$ cat src/inc/cpuod_pkg.sv
// Shared constants, encodings and types of the instruction decoder
package cpuod_pkg;

   // Single, leading and suffix opcode bytes
   localparam logic [7:0] OPC_COPY_TO_SEG = 8'h8e;
   localparam logic [7:0] OPC_COPY_FROM_SEG = 8'h8c;
   localparam logic [7:0] OPC_TABLE_LOOKUP = 8'hd7;
   localparam logic [7:0] OPC_EA_LOAD = 8'h8d;
   localparam logic [7:0] OPC_PTR_DS = 8'hc5;
   localparam logic [7:0] OPC_PTR_ES = 8'hc4;
   localparam logic [7:0] OPC_FLAGS_TO_AH = 8'h9f;
   localparam logic [7:0] OPC_AH_TO_FLAGS = 8'h9e;
   localparam logic [7:0] OPC_ASCII_ADD = 8'h37;
   localparam logic [7:0] OPC_DECIMAL_ADD = 8'h27;
   localparam logic [7:0] OPC_ASCII_SUB = 8'h3f;
   localparam logic [7:0] OPC_DECIMAL_SUB = 8'h2f;
   localparam logic [7:0] OPC_ASCII_MUL = 8'hd4;
   localparam logic [7:0] OPC_ASCII_DIV = 8'hd5;
   localparam logic [7:0] OPC_ASCII_SUFFIX = 8'h0a;
   localparam logic [7:0] OPC_BYTE_EXTEND = 8'h98;
   localparam logic [7:0] OPC_WORD_EXTEND = 8'h99;

   // Patterns matched on the upper bits of the first byte
   localparam logic [5:0] PAT_ADD_CARRY = 6'h04;
   localparam logic [5:0] PAT_SUBTRACT = 6'h0a;
   localparam logic [5:0] PAT_BORROW_REG = 6'h06;
   localparam logic [5:0] PAT_IMM_GROUP = 6'h20;
   localparam logic [6:0] PAT_BORROW_ACC = 7'h0e;
   localparam logic [6:0] PAT_UNARY_GROUP = 7'h7b;
   localparam logic [5:0] PAT_SHIFT_GROUP = 6'h34;

   // Middle field of the addressing byte
   localparam logic [2:0] FLD_IMM_BORROW = 3'h3;
   localparam logic [2:0] FLD_TEST = 3'h0;
   localparam logic [2:0] FLD_INVERT = 3'h2;
   localparam logic [2:0] FLD_SIGN_FLIP = 3'h3;
   localparam logic [2:0] FLD_MUL = 3'h4;
   localparam logic [2:0] FLD_SIGNED_PRODUCT_OP = 3'h5;
   localparam logic [2:0] FLD_DIV = 3'h6;
   localparam logic [2:0] FLD_SIGNED_QUOTIENT_OP = 3'h7;
   localparam logic [2:0] FLD_ROL = 3'h0;
   localparam logic [2:0] FLD_ROR = 3'h1;
   localparam logic [2:0] FLD_RCL = 3'h2;
   localparam logic [2:0] FLD_SHL = 3'h4;
   localparam logic [2:0] FLD_SHR = 3'h5;
   localparam logic [2:0] FLD_SAR = 3'h7;

   // Addressing byte layout and opcode bit positions
   localparam int MOD_HI = 7;
   localparam int MOD_LO = 6;
   localparam int REG_HI = 5;
   localparam int REG_LO = 3;
   localparam int RM_HI = 2;
   localparam int RM_LO = 0;
   localparam int BIT_W = 0;
   localparam int BIT_D = 1;
   localparam int BIT_S = 1;
   localparam int BIT_V = 1;
   localparam logic [1:0] MOD_DISP8 = 2'h1;
   localparam logic [1:0] MOD_DISP16 = 2'h2;
   localparam logic [1:0] MOD_NODISP = 2'h0;
   localparam logic [2:0] RM_DIRECT = 3'h6;

   // Register map, byte addresses
   localparam logic [7:0] ADDR_CTRL = 8'h00;
   localparam logic [7:0] ADDR_STATUS = 8'h04;
   localparam logic [7:0] ADDR_DECODED = 8'h08;
   localparam logic [7:0] ADDR_UNSUPPORTED = 8'h0c;
   localparam int CTRL_ENABLE = 0;
   localparam int CTRL_CLEAR = 1;
   localparam logic CTRL_ENABLE_RST = 1'b1;
   localparam logic [1:0] HTRANS_NONSEQ = 2'h2;
   localparam logic HRESP_OKAY = 1'b0;

   // Instruction groups that need the addressing byte to resolve
   localparam logic [1:0] GRP_NONE = 2'h0;
   localparam logic [1:0] GRP_UNARY = 2'h1;
   localparam logic [1:0] GRP_SHIFT = 2'h2;
   localparam logic [1:0] GRP_IMM = 2'h3;

   typedef enum logic [5:0] {
      OP_NONE, OP_COPY_TO_SEG, OP_COPY_FROM_SEG, OP_TABLE_LOOKUP_BYTE,
      OP_EFFECTIVE_ADDRESS_LOAD, OP_POINTER_LOAD_DATA_SEGMENT,
      OP_POINTER_LOAD_EXTRA_SEGMENT, OP_FLAGS_TO_HIGH_ACC, OP_HIGH_ACC_TO_FLAGS,
      OP_ADD_WITH_CARRY, OP_SUBTRACT, OP_DIFFERENCE_WITH_BORROW,
      OP_ASCII_ADD_FIXUP, OP_DECIMAL_ADD_FIXUP, OP_ASCII_SUBTRACT_FIXUP,
      OP_DECIMAL_SUBTRACT_FIXUP, OP_UNSIGNED_PRODUCT, OP_SIGNED_PRODUCT,
      OP_UNSIGNED_QUOTIENT, OP_SIGNED_QUOTIENT, OP_INVERT, OP_SIGN_FLIP,
      OP_ASCII_MULTIPLY_FIXUP, OP_ASCII_DIVIDE_FIXUP, OP_BYTE_TO_WORD_EXTEND,
      OP_WORD_TO_DOUBLE_EXTEND, OP_LEFT_SHIFT, OP_LOGICAL_RIGHT_SHIFT,
      OP_ARITHMETIC_RIGHT_SHIFT, OP_ROTATE_LEFT, OP_ROTATE_RIGHT,
      OP_CARRY_ROTATE_LEFT, OP_UNSUPPORTED
   } cpuod_op_e;

endpackage

$ cat src/cpuod_first_byte.sv
// Combinational classification of an instruction's first byte
`timescale 1ns/1ns
`default_nettype none
module cpuod_first_byte (
   input wire logic [7:0] opc,
   output cpuod_pkg::cpuod_op_e op,
   output logic [1:0] grp,
   output logic has_modrm,
   output logic needs_suffix,
   output logic [1:0] imm_bytes
);
   always_comb begin
      op = cpuod_pkg::OP_UNSUPPORTED;
      grp = cpuod_pkg::GRP_NONE;
      has_modrm = 1'b0;
      needs_suffix = 1'b0;
      imm_bytes = 2'h0;
      case (opc)
         cpuod_pkg::OPC_COPY_TO_SEG: begin
            op = cpuod_pkg::OP_COPY_TO_SEG; // [RQ1]
            has_modrm = 1'b1;
         end
         cpuod_pkg::OPC_COPY_FROM_SEG: begin
            op = cpuod_pkg::OP_COPY_FROM_SEG; // [RQ2]
            has_modrm = 1'b1;
         end
         cpuod_pkg::OPC_TABLE_LOOKUP: op = cpuod_pkg::OP_TABLE_LOOKUP_BYTE; // [RQ3]
         cpuod_pkg::OPC_EA_LOAD: begin
            op = cpuod_pkg::OP_EFFECTIVE_ADDRESS_LOAD; // [RQ4]
            has_modrm = 1'b1;
         end
         cpuod_pkg::OPC_PTR_DS: begin
            op = cpuod_pkg::OP_POINTER_LOAD_DATA_SEGMENT; // [RQ5]
            has_modrm = 1'b1;
         end
         cpuod_pkg::OPC_PTR_ES: begin
            op = cpuod_pkg::OP_POINTER_LOAD_EXTRA_SEGMENT; // [RQ5]
            has_modrm = 1'b1;
         end
         cpuod_pkg::OPC_FLAGS_TO_AH: op = cpuod_pkg::OP_FLAGS_TO_HIGH_ACC; // [RQ6]
         cpuod_pkg::OPC_AH_TO_FLAGS: op = cpuod_pkg::OP_HIGH_ACC_TO_FLAGS; // [RQ6]
         cpuod_pkg::OPC_ASCII_ADD: op = cpuod_pkg::OP_ASCII_ADD_FIXUP; // [RQ10]
         cpuod_pkg::OPC_DECIMAL_ADD: op = cpuod_pkg::OP_DECIMAL_ADD_FIXUP; // [RQ10]
         cpuod_pkg::OPC_ASCII_SUB: op = cpuod_pkg::OP_ASCII_SUBTRACT_FIXUP; // [RQ11]
         cpuod_pkg::OPC_DECIMAL_SUB: op = cpuod_pkg::OP_DECIMAL_SUBTRACT_FIXUP; // [RQ11]
         cpuod_pkg::OPC_ASCII_MUL: begin
            op = cpuod_pkg::OP_ASCII_MULTIPLY_FIXUP; // [RQ14]
            needs_suffix = 1'b1;
         end
         cpuod_pkg::OPC_ASCII_DIV: begin
            op = cpuod_pkg::OP_ASCII_DIVIDE_FIXUP; // [RQ15]
            needs_suffix = 1'b1;
         end
         cpuod_pkg::OPC_BYTE_EXTEND: op = cpuod_pkg::OP_BYTE_TO_WORD_EXTEND; // [RQ16]
         cpuod_pkg::OPC_WORD_EXTEND: op = cpuod_pkg::OP_WORD_TO_DOUBLE_EXTEND; // [RQ16]
         default: begin
            if (opc[7:2] == cpuod_pkg::PAT_ADD_CARRY) begin
               op = cpuod_pkg::OP_ADD_WITH_CARRY; // [RQ7]
               has_modrm = 1'b1;
            end else if (opc[7:2] == cpuod_pkg::PAT_SUBTRACT) begin
               op = cpuod_pkg::OP_SUBTRACT; // [RQ8]
               has_modrm = 1'b1;
            end else if (opc[7:2] == cpuod_pkg::PAT_BORROW_REG) begin
               op = cpuod_pkg::OP_DIFFERENCE_WITH_BORROW; // [RQ9]
               has_modrm = 1'b1;
            end else if (opc[7:1] == cpuod_pkg::PAT_BORROW_ACC) begin
               op = cpuod_pkg::OP_DIFFERENCE_WITH_BORROW; // [RQ9]
               imm_bytes = opc[cpuod_pkg::BIT_W] ? 2'h2 : 2'h1; // [RQ20]
            end else if (opc[7:2] == cpuod_pkg::PAT_IMM_GROUP) begin
               grp = cpuod_pkg::GRP_IMM; // [RQ9]
               has_modrm = 1'b1;
               // Sign-extended form carries a single immediate byte
               imm_bytes = (opc[cpuod_pkg::BIT_W] && !opc[cpuod_pkg::BIT_S]) ? 2'h2 : 2'h1;
            end else if (opc[7:1] == cpuod_pkg::PAT_UNARY_GROUP) begin
               grp = cpuod_pkg::GRP_UNARY; // [RQ12] [RQ13]
               has_modrm = 1'b1;
            end else if (opc[7:2] == cpuod_pkg::PAT_SHIFT_GROUP) begin
               grp = cpuod_pkg::GRP_SHIFT; // [RQ17]
               has_modrm = 1'b1;
            end
         end
      endcase
   end
endmodule // cpuod_first_byte
`default_nettype wire

$ cat src/cpuod_decoder.sv
// Instruction byte stream decoder with an AHB-Lite control and status slave
// What this block does
// RQ1 - Byte 8e plus addressing byte: copy into segment
// RQ2 - Byte 8c plus addressing byte: copy from segment
// RQ3 - Single byte d7 is table lookup
// RQ4 - Byte 8d loads effective address into register
// RQ5 - Bytes c5/c4 load pointer with data/extra segment
// RQ6 - Bytes 9f/9e move flags and high accumulator
// RQ7 - Pattern 000100dw is add with carry
// RQ8 - Pattern 001010dw is subtract, d picks destination
// RQ9 - Borrow subtract: register, immediate group 011, accumulator
// RQ10 - Bytes 37/27 are add fixups, no operands
// RQ11 - Bytes 3f/2f are subtract fixups
// RQ12 - Unary group fields 100/101 select multiplies
// RQ13 - Unary fields 110/111 divide, 010 invert, 011 negate
// RQ14 - Sequence d4 0a is multiply fixup
// RQ15 - Sequence d5 0a is divide fixup
// RQ16 - Bytes 98/99 are sign extensions
// RQ17 - Shift group field 100 left, 101 logical right
// RQ18 - Shift group field 111 arithmetic right
// RQ19 - Shift fields 000/001/010 rotate left/right/carry-left
// RQ20 - Width bit one: word operands, two-byte immediates; byte 83 (sign bit set) still takes a single immediate byte
// RQ21 - Count bit zero: count one; one: count register
//
// Added by the designer: the address map and the AHB-Lite interface to the registers.
`timescale 1ns/1ns
`default_nettype none
module cpuod_decoder #(
   parameter int ADDR_W = 32,
   parameter int DATA_W = 32
) (
   input wire logic hclk,
   input wire logic hresetn,
   input wire logic hsel,
   input wire logic [ADDR_W-1:0] haddr,
   input wire logic [1:0] htrans,
   input wire logic hwrite,
   input wire logic [2:0] hsize,
   input wire logic [DATA_W-1:0] hwdata,
   input wire logic hready,
   output logic hreadyout,
   output logic [DATA_W-1:0] hrdata,
   output logic hresp,
   input wire logic byte_valid,
   input wire logic [7:0] byte_data,
   output logic byte_ready,
   output logic trail_valid,
   output logic [7:0] trail_data,
   output logic op_valid,
   output cpuod_pkg::cpuod_op_e op_kind,
   output logic op_wide,
   output logic op_to_reg,
   output logic op_count_from_reg,
   output logic [1:0] op_seg_sel,
   output logic [1:0] op_mod,
   output logic [2:0] op_reg,
   output logic [2:0] op_rm,
   output logic [1:0] op_disp_bytes,
   output logic [1:0] op_imm_bytes
);

   typedef enum logic [1:0] {ST_OPCODE, ST_MODRM, ST_SUFFIX, ST_TRAIL} cpuod_state_e;

   // Displacement bytes that follow an addressing byte
   function automatic logic [1:0] disp_len(input logic [1:0] md, input logic [2:0] rm);
      logic [1:0] n;
      n = 2'h0;
      if (md == cpuod_pkg::MOD_DISP8) begin
         n = 2'h1;
      end else if (md == cpuod_pkg::MOD_DISP16) begin
         n = 2'h2;
      end else if (md == cpuod_pkg::MOD_NODISP && rm == cpuod_pkg::RM_DIRECT) begin
         n = 2'h2;
      end
      return n;
   endfunction

   // Operation of a group opcode from the middle field
   function automatic cpuod_pkg::cpuod_op_e resolve(input logic [1:0] grp,
         input cpuod_pkg::cpuod_op_e first, input logic [2:0] fld);
      cpuod_pkg::cpuod_op_e r;
      r = first;
      case (grp)
         cpuod_pkg::GRP_UNARY: begin
            case (fld)
               cpuod_pkg::FLD_MUL: r = cpuod_pkg::OP_UNSIGNED_PRODUCT; // [RQ12]
               cpuod_pkg::FLD_SIGNED_PRODUCT_OP: r = cpuod_pkg::OP_SIGNED_PRODUCT; // [RQ12]
               cpuod_pkg::FLD_DIV: r = cpuod_pkg::OP_UNSIGNED_QUOTIENT; // [RQ13]
               cpuod_pkg::FLD_SIGNED_QUOTIENT_OP: r = cpuod_pkg::OP_SIGNED_QUOTIENT; // [RQ13]
               cpuod_pkg::FLD_INVERT: r = cpuod_pkg::OP_INVERT; // [RQ13]
               cpuod_pkg::FLD_SIGN_FLIP: r = cpuod_pkg::OP_SIGN_FLIP; // [RQ13]
               default: r = cpuod_pkg::OP_UNSUPPORTED;
            endcase
         end
         cpuod_pkg::GRP_SHIFT: begin
            case (fld)
               cpuod_pkg::FLD_SHL: r = cpuod_pkg::OP_LEFT_SHIFT; // [RQ17]
               cpuod_pkg::FLD_SHR: r = cpuod_pkg::OP_LOGICAL_RIGHT_SHIFT; // [RQ17]
               cpuod_pkg::FLD_SAR: r = cpuod_pkg::OP_ARITHMETIC_RIGHT_SHIFT; // [RQ18]
               cpuod_pkg::FLD_ROL: r = cpuod_pkg::OP_ROTATE_LEFT; // [RQ19]
               cpuod_pkg::FLD_ROR: r = cpuod_pkg::OP_ROTATE_RIGHT; // [RQ19]
               cpuod_pkg::FLD_RCL: r = cpuod_pkg::OP_CARRY_ROTATE_LEFT; // [RQ19]
               default: r = cpuod_pkg::OP_UNSUPPORTED;
            endcase
         end
         cpuod_pkg::GRP_IMM: begin
            if (fld == cpuod_pkg::FLD_IMM_BORROW) begin
               r = cpuod_pkg::OP_DIFFERENCE_WITH_BORROW; // [RQ9]
            end else begin
               r = cpuod_pkg::OP_UNSUPPORTED;
            end
         end
         default: r = first;
      endcase
      return r;
   endfunction

   cpuod_state_e state;
   cpuod_pkg::cpuod_op_e cls_op;
   cpuod_pkg::cpuod_op_e next_op;
   logic [1:0] cls_grp;
   logic cls_modrm;
   logic cls_suffix;
   logic [1:0] cls_imm;
   logic [1:0] cur_grp;
   logic [2:0] trail_left;
   logic [1:0] next_imm;
   logic [1:0] next_disp;
   logic [2:0] byte_fld;
   logic take;
   logic ctrl_enable;
   logic clear_counts;
   logic wr_pend;
   logic [7:0] wr_addr;
   logic addr_phase;
   logic [31:0] decoded_count;
   logic [31:0] unsupported_count;

   assign take = byte_valid && byte_ready;
   assign byte_fld = byte_data[cpuod_pkg::REG_HI:cpuod_pkg::REG_LO];
   assign addr_phase = hsel && hready && (htrans == cpuod_pkg::HTRANS_NONSEQ);

   cpuod_first_byte u_first_byte (
      .opc(byte_data),
      .op(cls_op),
      .grp(cls_grp),
      .has_modrm(cls_modrm),
      .needs_suffix(cls_suffix),
      .imm_bytes(cls_imm)
   );

   // Operation and trailing counts from the addressing byte
   always_comb begin
      next_op = resolve(cur_grp, op_kind, byte_fld);
      next_disp = disp_len(byte_data[cpuod_pkg::MOD_HI:cpuod_pkg::MOD_LO],
                           byte_data[cpuod_pkg::RM_HI:cpuod_pkg::RM_LO]);
      next_imm = op_imm_bytes;
      // Flag-test form of the unary group still carries an immediate
      if (cur_grp == cpuod_pkg::GRP_UNARY && byte_fld == cpuod_pkg::FLD_TEST) begin
         next_imm = op_wide ? 2'h2 : 2'h1; // [RQ20]
      end
   end

   // Decode sequencer; fields held until the next opcode byte
   always_ff @(posedge hclk or negedge hresetn) begin
      if (!hresetn) begin
         state <= ST_OPCODE;
         op_valid <= 1'b0;
         op_kind <= cpuod_pkg::OP_NONE;
         op_wide <= 1'b0;
         op_to_reg <= 1'b0;
         op_count_from_reg <= 1'b0;
         op_seg_sel <= 2'h0;
         op_mod <= 2'h0;
         op_reg <= 3'h0;
         op_rm <= 3'h0;
         op_disp_bytes <= 2'h0;
         op_imm_bytes <= 2'h0;
         cur_grp <= cpuod_pkg::GRP_NONE;
         trail_left <= 3'h0;
      end else begin
         op_valid <= 1'b0;
         if (take) begin
            case (state)
               ST_OPCODE: begin
                  op_kind <= cls_op;
                  cur_grp <= cls_grp;
                  op_wide <= byte_data[cpuod_pkg::BIT_W]; // [RQ20]
                  op_to_reg <= byte_data[cpuod_pkg::BIT_D]; // [RQ7] [RQ8]
                  op_count_from_reg <= (cls_grp == cpuod_pkg::GRP_SHIFT) &&
                                       byte_data[cpuod_pkg::BIT_V]; // [RQ21]
                  op_imm_bytes <= cls_imm;
                  op_disp_bytes <= 2'h0;
                  op_mod <= 2'h0;
                  op_reg <= 3'h0;
                  op_rm <= 3'h0;
                  op_seg_sel <= 2'h0;
                  if (cls_modrm) begin
                     state <= ST_MODRM;
                  end else if (cls_suffix) begin
                     state <= ST_SUFFIX; // [RQ14] [RQ15]
                  end else if (cls_imm != 2'h0) begin
                     trail_left <= {1'b0, cls_imm};
                     state <= ST_TRAIL;
                  end else begin
                     op_valid <= 1'b1; // [RQ3] [RQ6] [RQ10] [RQ11] [RQ16]
                  end
               end
               ST_MODRM: begin
                  op_kind <= next_op;
                  op_mod <= byte_data[cpuod_pkg::MOD_HI:cpuod_pkg::MOD_LO];
                  op_reg <= byte_fld;
                  op_rm <= byte_data[cpuod_pkg::RM_HI:cpuod_pkg::RM_LO];
                  // Segment number sits in the two low bits of the middle field
                  op_seg_sel <= byte_data[cpuod_pkg::REG_HI-1:cpuod_pkg::REG_LO]; // [RQ1] [RQ2]
                  op_disp_bytes <= next_disp;
                  op_imm_bytes <= next_imm;
                  // Up to four trailing bytes, so the sum needs three bits
                  if (next_disp == 2'h0 && next_imm == 2'h0) begin
                     op_valid <= 1'b1;
                     state <= ST_OPCODE;
                  end else begin
                     trail_left <= {1'b0, next_disp} + {1'b0, next_imm};
                     state <= ST_TRAIL;
                  end
               end
               ST_SUFFIX: begin
                  if (byte_data != cpuod_pkg::OPC_ASCII_SUFFIX) begin
                     op_kind <= cpuod_pkg::OP_UNSUPPORTED; // [RQ14] [RQ15]
                  end
                  op_valid <= 1'b1;
                  state <= ST_OPCODE;
               end
               ST_TRAIL: begin
                  trail_left <= trail_left - 3'h1;
                  if (trail_left == 3'h1) begin
                     op_valid <= 1'b1;
                     state <= ST_OPCODE;
                  end
               end
               default: state <= ST_OPCODE;
            endcase
         end
      end
   end

   // Trailing bytes pass straight to the datapath
   always_ff @(posedge hclk or negedge hresetn) begin
      if (!hresetn) begin
         trail_valid <= 1'b0;
         trail_data <= 8'h00;
      end else begin
         trail_valid <= take && (state == ST_TRAIL);
         if (take && state == ST_TRAIL) begin
            trail_data <= byte_data;
         end
      end
   end

   // Stream flow: a disabled decoder stalls the prefetch queue
   always_ff @(posedge hclk or negedge hresetn) begin
      if (!hresetn) begin
         byte_ready <= 1'b0;
      end else begin
         byte_ready <= ctrl_enable;
      end
   end

   // Counters; an increment in the clearing cycle is kept
   always_ff @(posedge hclk or negedge hresetn) begin
      if (!hresetn) begin
         decoded_count <= '0;
         unsupported_count <= '0;
      end else begin
         if (clear_counts) begin
            decoded_count <= 32'(op_valid);
            unsupported_count <= 32'(op_valid &&
                                     op_kind == cpuod_pkg::OP_UNSUPPORTED);
         end else if (op_valid) begin
            decoded_count <= decoded_count + 32'h1;
            if (op_kind == cpuod_pkg::OP_UNSUPPORTED) begin
               unsupported_count <= unsupported_count + 32'h1;
            end
         end
      end
   end

   // Bus address phase capture; the slave never inserts wait states
   always_ff @(posedge hclk or negedge hresetn) begin
      if (!hresetn) begin
         wr_pend <= 1'b0;
         wr_addr <= 8'h00;
         hreadyout <= 1'b1;
         hresp <= cpuod_pkg::HRESP_OKAY;
      end else begin
         hreadyout <= 1'b1;
         hresp <= cpuod_pkg::HRESP_OKAY;
         wr_pend <= addr_phase && hwrite;
         if (addr_phase) begin
            wr_addr <= haddr[7:0];
         end
      end
   end

   // Read data is latched at the address phase so it stands for the data phase
   always_ff @(posedge hclk or negedge hresetn) begin
      if (!hresetn) begin
         hrdata <= '0;
      end else if (addr_phase && !hwrite) begin
         case (haddr[7:0])
            cpuod_pkg::ADDR_CTRL: hrdata <= DATA_W'(ctrl_enable);
            cpuod_pkg::ADDR_STATUS: hrdata <= DATA_W'({21'h0, state, op_wide,
                                                      op_kind, byte_ready, 1'b0});
            cpuod_pkg::ADDR_DECODED: hrdata <= DATA_W'(decoded_count);
            cpuod_pkg::ADDR_UNSUPPORTED: hrdata <= DATA_W'(unsupported_count);
            default: hrdata <= '0;
         endcase
      end
   end

   // Control write in the data phase; clear self-clears
   always_ff @(posedge hclk or negedge hresetn) begin
      if (!hresetn) begin
         ctrl_enable <= cpuod_pkg::CTRL_ENABLE_RST;
         clear_counts <= 1'b0;
      end else begin
         clear_counts <= 1'b0;
         if (wr_pend && wr_addr == cpuod_pkg::ADDR_CTRL) begin
            ctrl_enable <= hwdata[cpuod_pkg::CTRL_ENABLE];
            clear_counts <= hwdata[cpuod_pkg::CTRL_CLEAR];
         end
      end
   end

endmodule // cpuod_decoder
`default_nettype wire

$ cat config.mk
export PLATFORM = sky130hd
export DESIGN_NAME = cpuod_decoder
export DESIGN_NICKNAME = d
export VERILOG_FILES = /design/src/inc/cpuod_pkg.sv /design/src/cpuod_first_byte.sv /design/src/cpuod_decoder.sv
export SDC_FILE = /design/constraint.sdc
export NUM_CORES = 1
export LEC_CHECK = 0
export ABC_AREA = 1
export BUFFER_PORTS_ARGS = -buffer_cell sky130_fd_sc_hd__buf_2
export CAP_MARGIN = 5
export CORE_MARGIN = 2
export CORE_UTILIZATION = 53
export DETAILED_ROUTE_END_ITERATION = 8
export HOLD_SLACK_MARGIN = 0.08
export MAX_ROUTING_LAYER = met4
export PLACE_DENSITY = 0.75
export SKIP_LAST_GASP = 1
export SYNTH_ARGS = -nofsm -noshare
export SYNTH_HDL_FRONTEND = slang
export SYNTH_SLANG_ARGS = --single-unit
$ cat constraint.sdc
create_clock -name hclk -period 3.13 [get_ports hclk]
set_input_delay 0.4695 -clock hclk [delete_from_list [all_inputs] [get_ports hclk]]
set_output_delay 0.4695 -clock hclk [all_outputs]
set_load 0.01 [all_outputs]
Word level (Yosys, flattened, before mapping)
Cells that the tools add are included.
{"block": "totals", "regBits": 148, "wordCells": 193, "inputBits": 83}
{"block": "classes", "n_eq_ne": 55, "addsub": 4, "n_reduce_logical": 38, "mux": 72}
{"op": "$mux W32", "n": 5}
{"op": "$pmux W32 S4", "n": 1}
{"op": "$eq A8 B8 Y1 const B", "n": 12}
{"op": "$pmux W6 S16", "n": 1}
{"op": "$pmux W6 S6", "n": 2}
{"op": "$add A32 B1 Y32 const B", "n": 2}
{"op": "$mux W2", "n": 26}
{"op": "$mux W6", "n": 6}
{"op": "$pmux W6 S3", "n": 2}
{"op": "$eq A8 B6 Y1 const B", "n": 4}
{"op": "$eq A6 B6 Y1 const B", "n": 3}
{"op": "$eq A8 B4 Y1 const B", "n": 2}
{"op": "$logic_not A8 Y1", "n": 2}
{"op": "$pmux W2 S2", "n": 4}
{"op": "$reduce_or A16 Y1", "n": 1}
{"op": "$eq A3 B3 Y1 const B", "n": 5}
{"op": "$mux W1", "n": 15}
{"op": "$eq A2 B2 Y1 const B", "n": 7}
{"op": "$logic_and A1 B1 Y1", "n": 13}
{"op": "$eq A6 B3 Y1 const B", "n": 2}
{"op": "$mux W3", "n": 4}
{"op": "$ne A2 B2 Y1 const B", "n": 6}
{"op": "$pmux W3 S2", "n": 2}
{"op": "$reduce_or A11 Y1", "n": 1}
{"op": "other kinds (27)", "n": 41}

Longest topological paths before layout
Gate-level depths: netlist of the first run.
{"block": "logic_depth", "ltp_word": 15, "ltp_mapped": 13}

Cells and area by module
From an unflattened synthesis of the first run, not the netlist that was laid out.
{"block": "hier_totals", "hier_cells": 1307, "area_unflattened_um2": 8902.3}
{"module": "cpuod_decoder", "instances": 1, "cells_per_inst": 1205, "seq_area_each_um2": 3654.8, "area_each_um2": 8465.6}
{"module": "cpuod_first_byte", "instances": 1, "cells_per_inst": 102, "seq_area_each_um2": 0.0, "area_each_um2": 436.7}

Least setup slack after synthesis of the first run
Ideal clock, no wire load.
{"block": "synth_path", "path_type": "input -> register", "start": "input port byte_data[5]", "end": "register trail_left[1]", "path_slack_ns": 1.091, "arrival_ns": 1.974, "stages": 11, "path_cell_list": "buf_4 nor2_2 nand3_1 nand2_1 nand2_2 ha_1 fa_1 nand2_1 o211ai_1 nand3_1 nand2_1"}
{"block": "synth_via", "elab_chain_cells": 11}
{"item": "start, declared", "line": "cpuod_decoder.sv:45", "rtl": "input wire logic [7:0] byte_data,"}
{"item": "$eq A6 B6 Y1 (on tied branches)", "line": "cpuod_first_byte.sv:77, cpuod_first_byte.sv:69"}
{"item": "$mux W1 or $mux W2 (tied branches)", "line": "cpuod_first_byte.sv:77, cpuod_first_byte.sv:69"}
{"item": "$mux W1 or $mux W2 (tied branches)", "line": "cpuod_first_byte.sv:74, cpuod_first_byte.sv:66"}
{"item": "$mux W1 or $mux W2 (tied branches)", "line": "cpuod_first_byte.sv:69, cpuod_first_byte.sv:63"}
{"item": "$mux W1 or $mux W2 (tied branches)", "line": "cpuod_first_byte.sv:66, cpuod_first_byte.sv:60"}
{"item": "$mux W1 or $mux W2 (tied branches)", "line": "cpuod_first_byte.sv:63, cpuod_first_byte.sv:57"}
{"item": "$mux W1 or $mux W2 (tied branches)", "line": "cpuod_first_byte.sv:60, cpuod_first_byte.sv:18"}
{"item": "$mux W1 or $mux W3 (tied branches)", "line": "cpuod_first_byte.sv:57, cpuod_decoder.sv:202"}
{"item": "$pmux W1 S2 or $mux W3 (tied branches)", "line": "cpuod_first_byte.sv:18, cpuod_decoder.sv:200"}
{"item": "$ne A2 B2 Y1 (no line) or $mux W3 (tied branches)"}
{"item": "$reduce_and A6 Y1 (no line) or $pmux W3 S3 (tied branches)"}
{"item": "end signal, assigned", "line": "cpuod_decoder.sv:203", "rtl": "trail_left <= {1'b0, cls_imm};"}
{"item": "end signal, assigned", "line": "cpuod_decoder.sv:223", "rtl": "trail_left <= {1'b0, next_disp} + {1'b0, next_imm};"}
{"item": "end signal, assigned", "line": "cpuod_decoder.sv:235", "rtl": "trail_left <= trail_left - 3'h1;"}
{"item": "end, declared", "line": "cpuod_decoder.sv:126", "rtl": "logic [2:0] trail_left;"}
Several ways; a longest one is shown, not always the timed one. The select of a mux whose other input is x is not followed.
A chain may end at the register's enable or synchronous reset.

Worst setup path after layout of the first run
{"block": "layout_path", "start": "register unsupported_count[0]", "end": "register unsupported_count[30]"}
{"block": "layout_via", "elab_chain_cells": 4}
{"item": "start, declared", "line": "cpuod_decoder.sv:137", "rtl": "logic [31:0] unsupported_count;"}
{"item": "start signal, assigned", "line": "cpuod_decoder.sv:277", "rtl": "unsupported_count <= 32'(op_valid &&"}
{"item": "start signal, assigned", "line": "cpuod_decoder.sv:282", "rtl": "unsupported_count <= unsupported_count + 32'h1;"}
{"item": "$add A32 B1 Y32", "line": "cpuod_decoder.sv:282"}
{"item": "$mux W32", "line": "cpuod_decoder.sv:281", "rtl": "if (op_kind == cpuod_pkg::OP_UNSUPPORTED) begin"}
{"item": "$mux W32", "line": "cpuod_decoder.sv:279", "rtl": "end else if (op_valid) begin"}
{"item": "$mux W32", "line": "cpuod_decoder.sv:275", "rtl": "if (clear_counts) begin"}
No other way between the ends. The select of a mux whose other input is x is not followed.

==> results of run 1 <==
## stage by stage
step                cell area [um2]  utilization (%)  instances  power (mW)  hold slack, ns
detailed placement             9283            58.44       1490       3.367          0.4005
CTS                            9920            62.44       1523       5.540          0.2736
global placement               9283            58.44       1490       3.343          0.4002
floorplan                      8613                -       1205       2.965          0.1739
global route                   9920            62.44       1523       5.785          0.2845
finish                         9920            62.44       1523       5.530          0.2791
## cell families (layout without fill, tap and decap cells)
| group | after synthesis | after routing |
|---|---|---|
| AO/OA/AOI/OAI | 189 | 189 |
| XOR/XNOR | 5 | 5 |
| adder cells (fa/ha/maj) | 14 | 14 |
| buffers and inverters | 171 | 273 |
| flip-flops | 146 | 146 |
| multiplexers | 1 | 1 |
| other | 2 | 2 |
| AND/OR/NAND/NOR | 677 | 677 |
## metal layers
layer	vias to the layer above	global-route usage, %	part of all wire [%]
li1	4140	-	-
met1	4000	42.00	47
met2	301	44.76	45
met3	41	4.668	6.0
met4	0	10.27	2.0
met5	-	-	0
## layout make-up
class	instances	area, um2	area share (%)
clock inverter	12	180.2	1.816
inverter	136	513.0	5.172
timing repair buffer	105	581.8	5.865
multi-input combinational	888	4273	43.08
tap	216	270.3	2.725
sequential	146	3655	36.84
clock buffer	20	446.7	4.503
## report_power, final
group,switching [mW],internal [mW]
Clock,0.831,1.36
Sequential,0.187,2.09
Combinational,0.682,0.384
Total,1.70,3.83
## worst max path at each step
stage / from / endpoint / slack (ns)
6_report: unsupported_count[0] / unsupported_count[30] / 0.84
3_3_place_gp: byte_data[5] / trail_left[1] / 0.88
5_1_grt: unsupported_count[0] / unsupported_count[30] / 0.69
3_5_place_dp: byte_data[5] / trail_left[1] / 0.87
2_1_floorplan: byte_data[5] / trail_left[1] / 1.09
4_1_cts: unsupported_count[0] / unsupported_count[30] / 0.90
## synth_stat cells (3+ instances only)
cell      number  area [um2]
a22oi_1        5       37.54
inv_1        127       476.7
ha_1          13       162.7
buf_4          6       45.04
clkbuf_1      12       45.04
o21ai_1        4       20.02
nand2_1      348        1306
nand4_1       46       287.8
nand3_1       81       405.4
inv_2          7       26.28
o21ai_0      106       530.5
nand2_2       11       68.82
nor2_4         4       45.04
a21oi_1       43       215.2
nand3_2        3       30.03
xor2_1         4       35.03
o211ai_1       4       30.03
nor2_1       130       488.0
nor3_1        28       140.1
nor2_2         7       43.79
buf_2         15       75.07
dfrtp_1      145        3628
a31oi_1        3       18.77
o22ai_1       15       93.84
nor3b_1        5       37.54
==> impl_metrics.json, run 1 <==
{
  "power_density_nw_per_um2": 557.4,
  "synth_compound_area_share_pct": 11.93,
  "cts_made_buffers": 17,
  "final_nets": 1391,
  "worstReg2RegStart": "unsupported_count[0]",
  "layout_commonest_cell": "nand2_1",
  "crit_slowest_cell": "dfrtp_1",
  "cts_tree": "built",
  "synth_area_um2": 8613,
  "min_path_type": "in2reg",
  "finalHoldViolCount": 0,
  "critical_path_peak_fanout": 7,
  "viasPerCell": 5.569,
  "synth-seq-cells": 146,
  "yosysWarnings": 0,
  "initial_utilization_pct": 54.22,
  "clk_pin_slew_ns": 0.06,
  "setup_viol": 0,
  "reg2regPathDepth": 10,
  "synth_cells": 1205,
  "io_buffers": 91,
  "drive_gt1_share_pct": 13.70,
  "grt_max_degree": 55,
  "fmax_mhz": 436.5,
  "crit_path_start_kind": "register",
  "clockBufferDepth": 2,
  "cp_top_family": "simple AND/OR/NAND/NOR gates",
  "required_ns": 3.41,
  "die_w_um": 131.5,
  "cts_root_buf": "clkbuf_16",
  "muxShareOfSynthArea_pct": 0.1307,
  "io_pins": 151,
  "finalWeightedCongestion": 0.9539,
  "grt_use_total_pct": 30.02,
  "synth_top_family_by_area": "simple AND/OR/NAND/NOR gates",
  "final_cell_mix": "348 x nand2_1, 145 x dfrtp_1, 130 x nor2_1",
  "cp_cell_sequence": "ha_1, nand2_1, nor2_1, inv_1, nor2_1, inv_1, nor2_1, nand3_1, nand4_1, o21ai_0",
  "synthAdderAreaFrac_pct": 2.121,
  "min_period_ns": 2.291,
  "worstHoldPathCells": 2,
  "cp.arrival_ns": 2.57,
  "synth_top_flop_cell": "dfrtp_1",
  "n_antenna_cell": 0,
  "dr.pass1.iters": 5,
  "core_area_um2": 15890,
  "synth.yosys.seq_area_share_pct": 42.43,
  "crit_type": "reg2reg",
  "outcome": "finished, final reports clean",
  "cts_post_setup_buffers_inserted": 0,
  "hpwl_um": 18250,
  "areaGrowthSynthToFinish_pct": 15.17,
  "cp.depth": 10,
  "overflow": 0,
  "drv_slew": 0,
  "reg.largest.list": "decoded_count x32, hrdata x32, unsupported_count x32",
  "setup_slack_ns": 0.8389,
  "yosysUniqueCellTypes": 50,
  "grt_pass1_wl_um": 40520,
  "crit_buf_inv": 2,
  "grt_pass1_vias": 8068,
  "hold_buffers": 1,
  "cp_common_cell": "nor2_1",
  "drcViolationCount": 0,
  "synth_xor_xnor_area_share_pct": 0.5084,
  "fillers": 1506,
  "worstMarginPinSlew_ns": 0.6614,
  "drt_wl_total_um": 24760,
  "tns_ns": 0,
  "slew_headroom_pct": 55.80,
  "pre_cts_ws_ns": 0.8658,
  "dieArea_um2": 17290,
  "drtIter0Drc": 958,
  "vdd_drop_max_mv": 0.4378,
  "synthesis.nets": 1302,
  "clock_sinks": 146,
  "die_y_um": 131.5,
  "h-tree-depth": 4,
  "syn_area_per_cell_um2": 7.148,
  "rsz0062_at_grt": "no",
  "antenna_found_initial": 0,
  "vias": 8482,
  "synth_edf_count": 0,
  "finalClockSkew_ns": 0.008176,
  "cap_violations": 0,
  "timing.final.crit_share_pct": 73.20,
  "rows": 46,
  "synth_async_sr_flop_share_pct": 100.0,
  "r2r_end": "unsupported_count[30]",
  "post_cts_resized": 0,
  "cp-end-kind": "register",
  "min_to": "ctrl_enable",
  "synthSimpleGateAreaFrac_pct": 34.83,
  "min-delay-start": "hwdata[0]",
  "reg2reg_slack_ns": 0.84,
  "drtAntennaViolNets": 0,
  "clk_latency_ns": 0.43,
  "routedWlPerCell_um": 16.26,
  "critPathMaxStageDelay_ns": 0.54,
  "power_leakage_nw": 4.863
}
Note: power is estimated with default switching activity, not from simulation.
==> inputs of run 2 (changes only) <==
CORE_UTILIZATION = 51   (was 53)
PLACE_DENSITY = 0.76   (was 0.75)
clock period = 1.95 ns   (was 3.13 ns; I/O delays follow)
==> impl_metrics.json, run 2 (synthesis results as in run 1) <==
{
  "worstMarginPinSlew_ns": 0.6512,
  "grt_pass1_vias": 8204,
  "die_w_um": 134.0,
  "final_cell_mix": "347 x nand2_1, 145 x dfrtp_1, 128 x nor2_1",
  "finalHoldViolCount": 0,
  "clk_pin_slew_ns": 0.06,
  "cap_violations": 0,
  "io_pins": 151,
  "tns_ns": 0,
  "required_ns": 2.31,
  "layout_commonest_cell": "nand2_1",
  "cp.arrival_ns": 2.29,
  "routedWlPerCell_um": 16.29,
  "vdd_drop_max_mv": 0.7029,
  "min_period_ns": 1.930,
  "rows": 47,
  "slew_headroom_pct": 56.52,
  "crit_path_start_kind": "register",
  "cp-end-kind": "register",
  "drtIter0Drc": 895,
  "grt_max_degree": 56,
  "reg.largest.list": "decoded_count x32, hrdata x32, unsupported_count x32",
  "dr.pass1.iters": 6,
  "drive_gt1_share_pct": 16.01,
  "cts_made_buffers": 17,
  "finalWeightedCongestion": 0.9849,
  "finalClockSkew_ns": 0.009330,
  "min_path_type": "in2reg",
  "setup_viol": 0,
  "hpwl_um": 19140,
  "grt_pass1_wl_um": 41360,
  "viasPerCell": 5.572,
  "fin_area_um2": 10140,
  "n_antenna_cell": 0,
  "fillers": 1528,
  "clockBufferDepth": 2,
  "die_y_um": 134.0,
  "overflow": 0,
  "dp.cells": 1523,
  "cts_root_buf": "clkbuf_16",
  "outcome": "finished, final reports clean",
  "power_density_nw_per_um2": 867.1,
  "core_area_um2": 16520,
  "final_nets": 1421,
  "rsz0062_at_grt": "yes",
  "clock_sinks": 146,
  "crit_type": "reg2reg",
  "instances_no_fill": 1557,
  "drcViolationCount": 0,
  "power_leakage_nw": 4.986,
  "cts_tree": "built",
  "vias": 8676,
  "register_area_um2": 3655,
  "critical_path_peak_fanout": 3,
  "grt_use_total_pct": 29.92,
  "io_buffers": 91,
  "initial_utilization_pct": 52.12,
  "areaGrowthSynthToFinish_pct": 17.77,
  "drtAntennaViolNets": 0,
  "antenna_found_initial": 0,
  "h-tree-depth": 4,
  "drt_wl_total_um": 25360,
  "clk_latency_ns": 0.43,
  "timing.final.crit_share_pct": 98.96,
  "fmax_mhz": 518.2,
  "drv_slew": 0,
  "dpl_cell_area_um2": 9530,
  "multiInputGateArea_um2": 4298,
  "dieArea_um2": 17940
}
run 2: what timing repair did:
item	in CTS	in global routing
pin swaps	2	1
hold endpoints to repair	50	0
setup endpoints to repair	1	5
cloned	0	0
gates resized for setup	3	4
hold buffers	1	0
buffers inserted	1	0
run 2: worst max-delay path: stages (launching register included):
cell	delay, ns
dfrtp_1	0.39
inv_2	0.08
ha_4	0.14
nand3_2	0.10
nand2_2	0.10
nand2_2	0.05
ha_1	0.19
fa_1	0.48
nand2_1	0.05
o211ai_1	0.10
nand3_1	0.11
nand2_1	0.08
run 2: final timing paths:
kind,end,startpoint,cells after the start,slack [ns]
setup / recovery,trail_left[1],cur_grp[1],11,0.02
hold / removal,wr_pend,hwrite,3,0.11
setup reg to reg,trail_left[1],cur_grp[1],11,0.02
hold reg to reg,byte_ready,ctrl_enable,0,0.42
max in group asynchronous,decoded_count[29],hresetn,3,0.90
min in group asynchronous,wr_addr[6],hresetn,2,0.41
run 2: final cells by class:
cell class | instances | share of cell area, %
clock buffers | 20 | 4.305
clock inverters | 12 | 1.320
inverters | 136 | 5.057
multi-input cells | 888 | 42.37
flip-flops and latches | 146 | 36.03
well taps | 220 | 2.714
repair buffers | 135 | 8.203
run 2: metal layers:
layer / part of all wire [%] / routed length, um / track usage (%) / vias up
li1: - / - / - / 4188
met1: 46 / 11620 / 42.56 / 4125
met2: 46 / 11710 / 44.30 / 318
met3: 5.9 / 1502 / 5.178 / 45
met4: 2.1 / 528 / 8.274 / 0
met5: 0 / 0 / - / -
run 2: power by group:
group	total [mW]	switching, mW	leakage [nW]	internal, mW
combinational	1.92	1.19	2.73	0.724
clock	3.25	1.36	0.263	1.89
sequential	3.62	0.273	2.00	3.35
run 2: through the flow:
step                hold WS (ns)  util (%)  total power [mW]  setup WS (ns)
floorplan              -0.003091         -             4.760        0.08828
global placement          0.2927     57.67             5.484       -0.02799
detailed placement        0.3030     57.67             5.533       -0.07908
CTS                       0.1055     61.28             8.792       0.001533
global route              0.1072     61.38             9.226       -0.08148
finish                    0.1088     61.38             8.795        0.02019
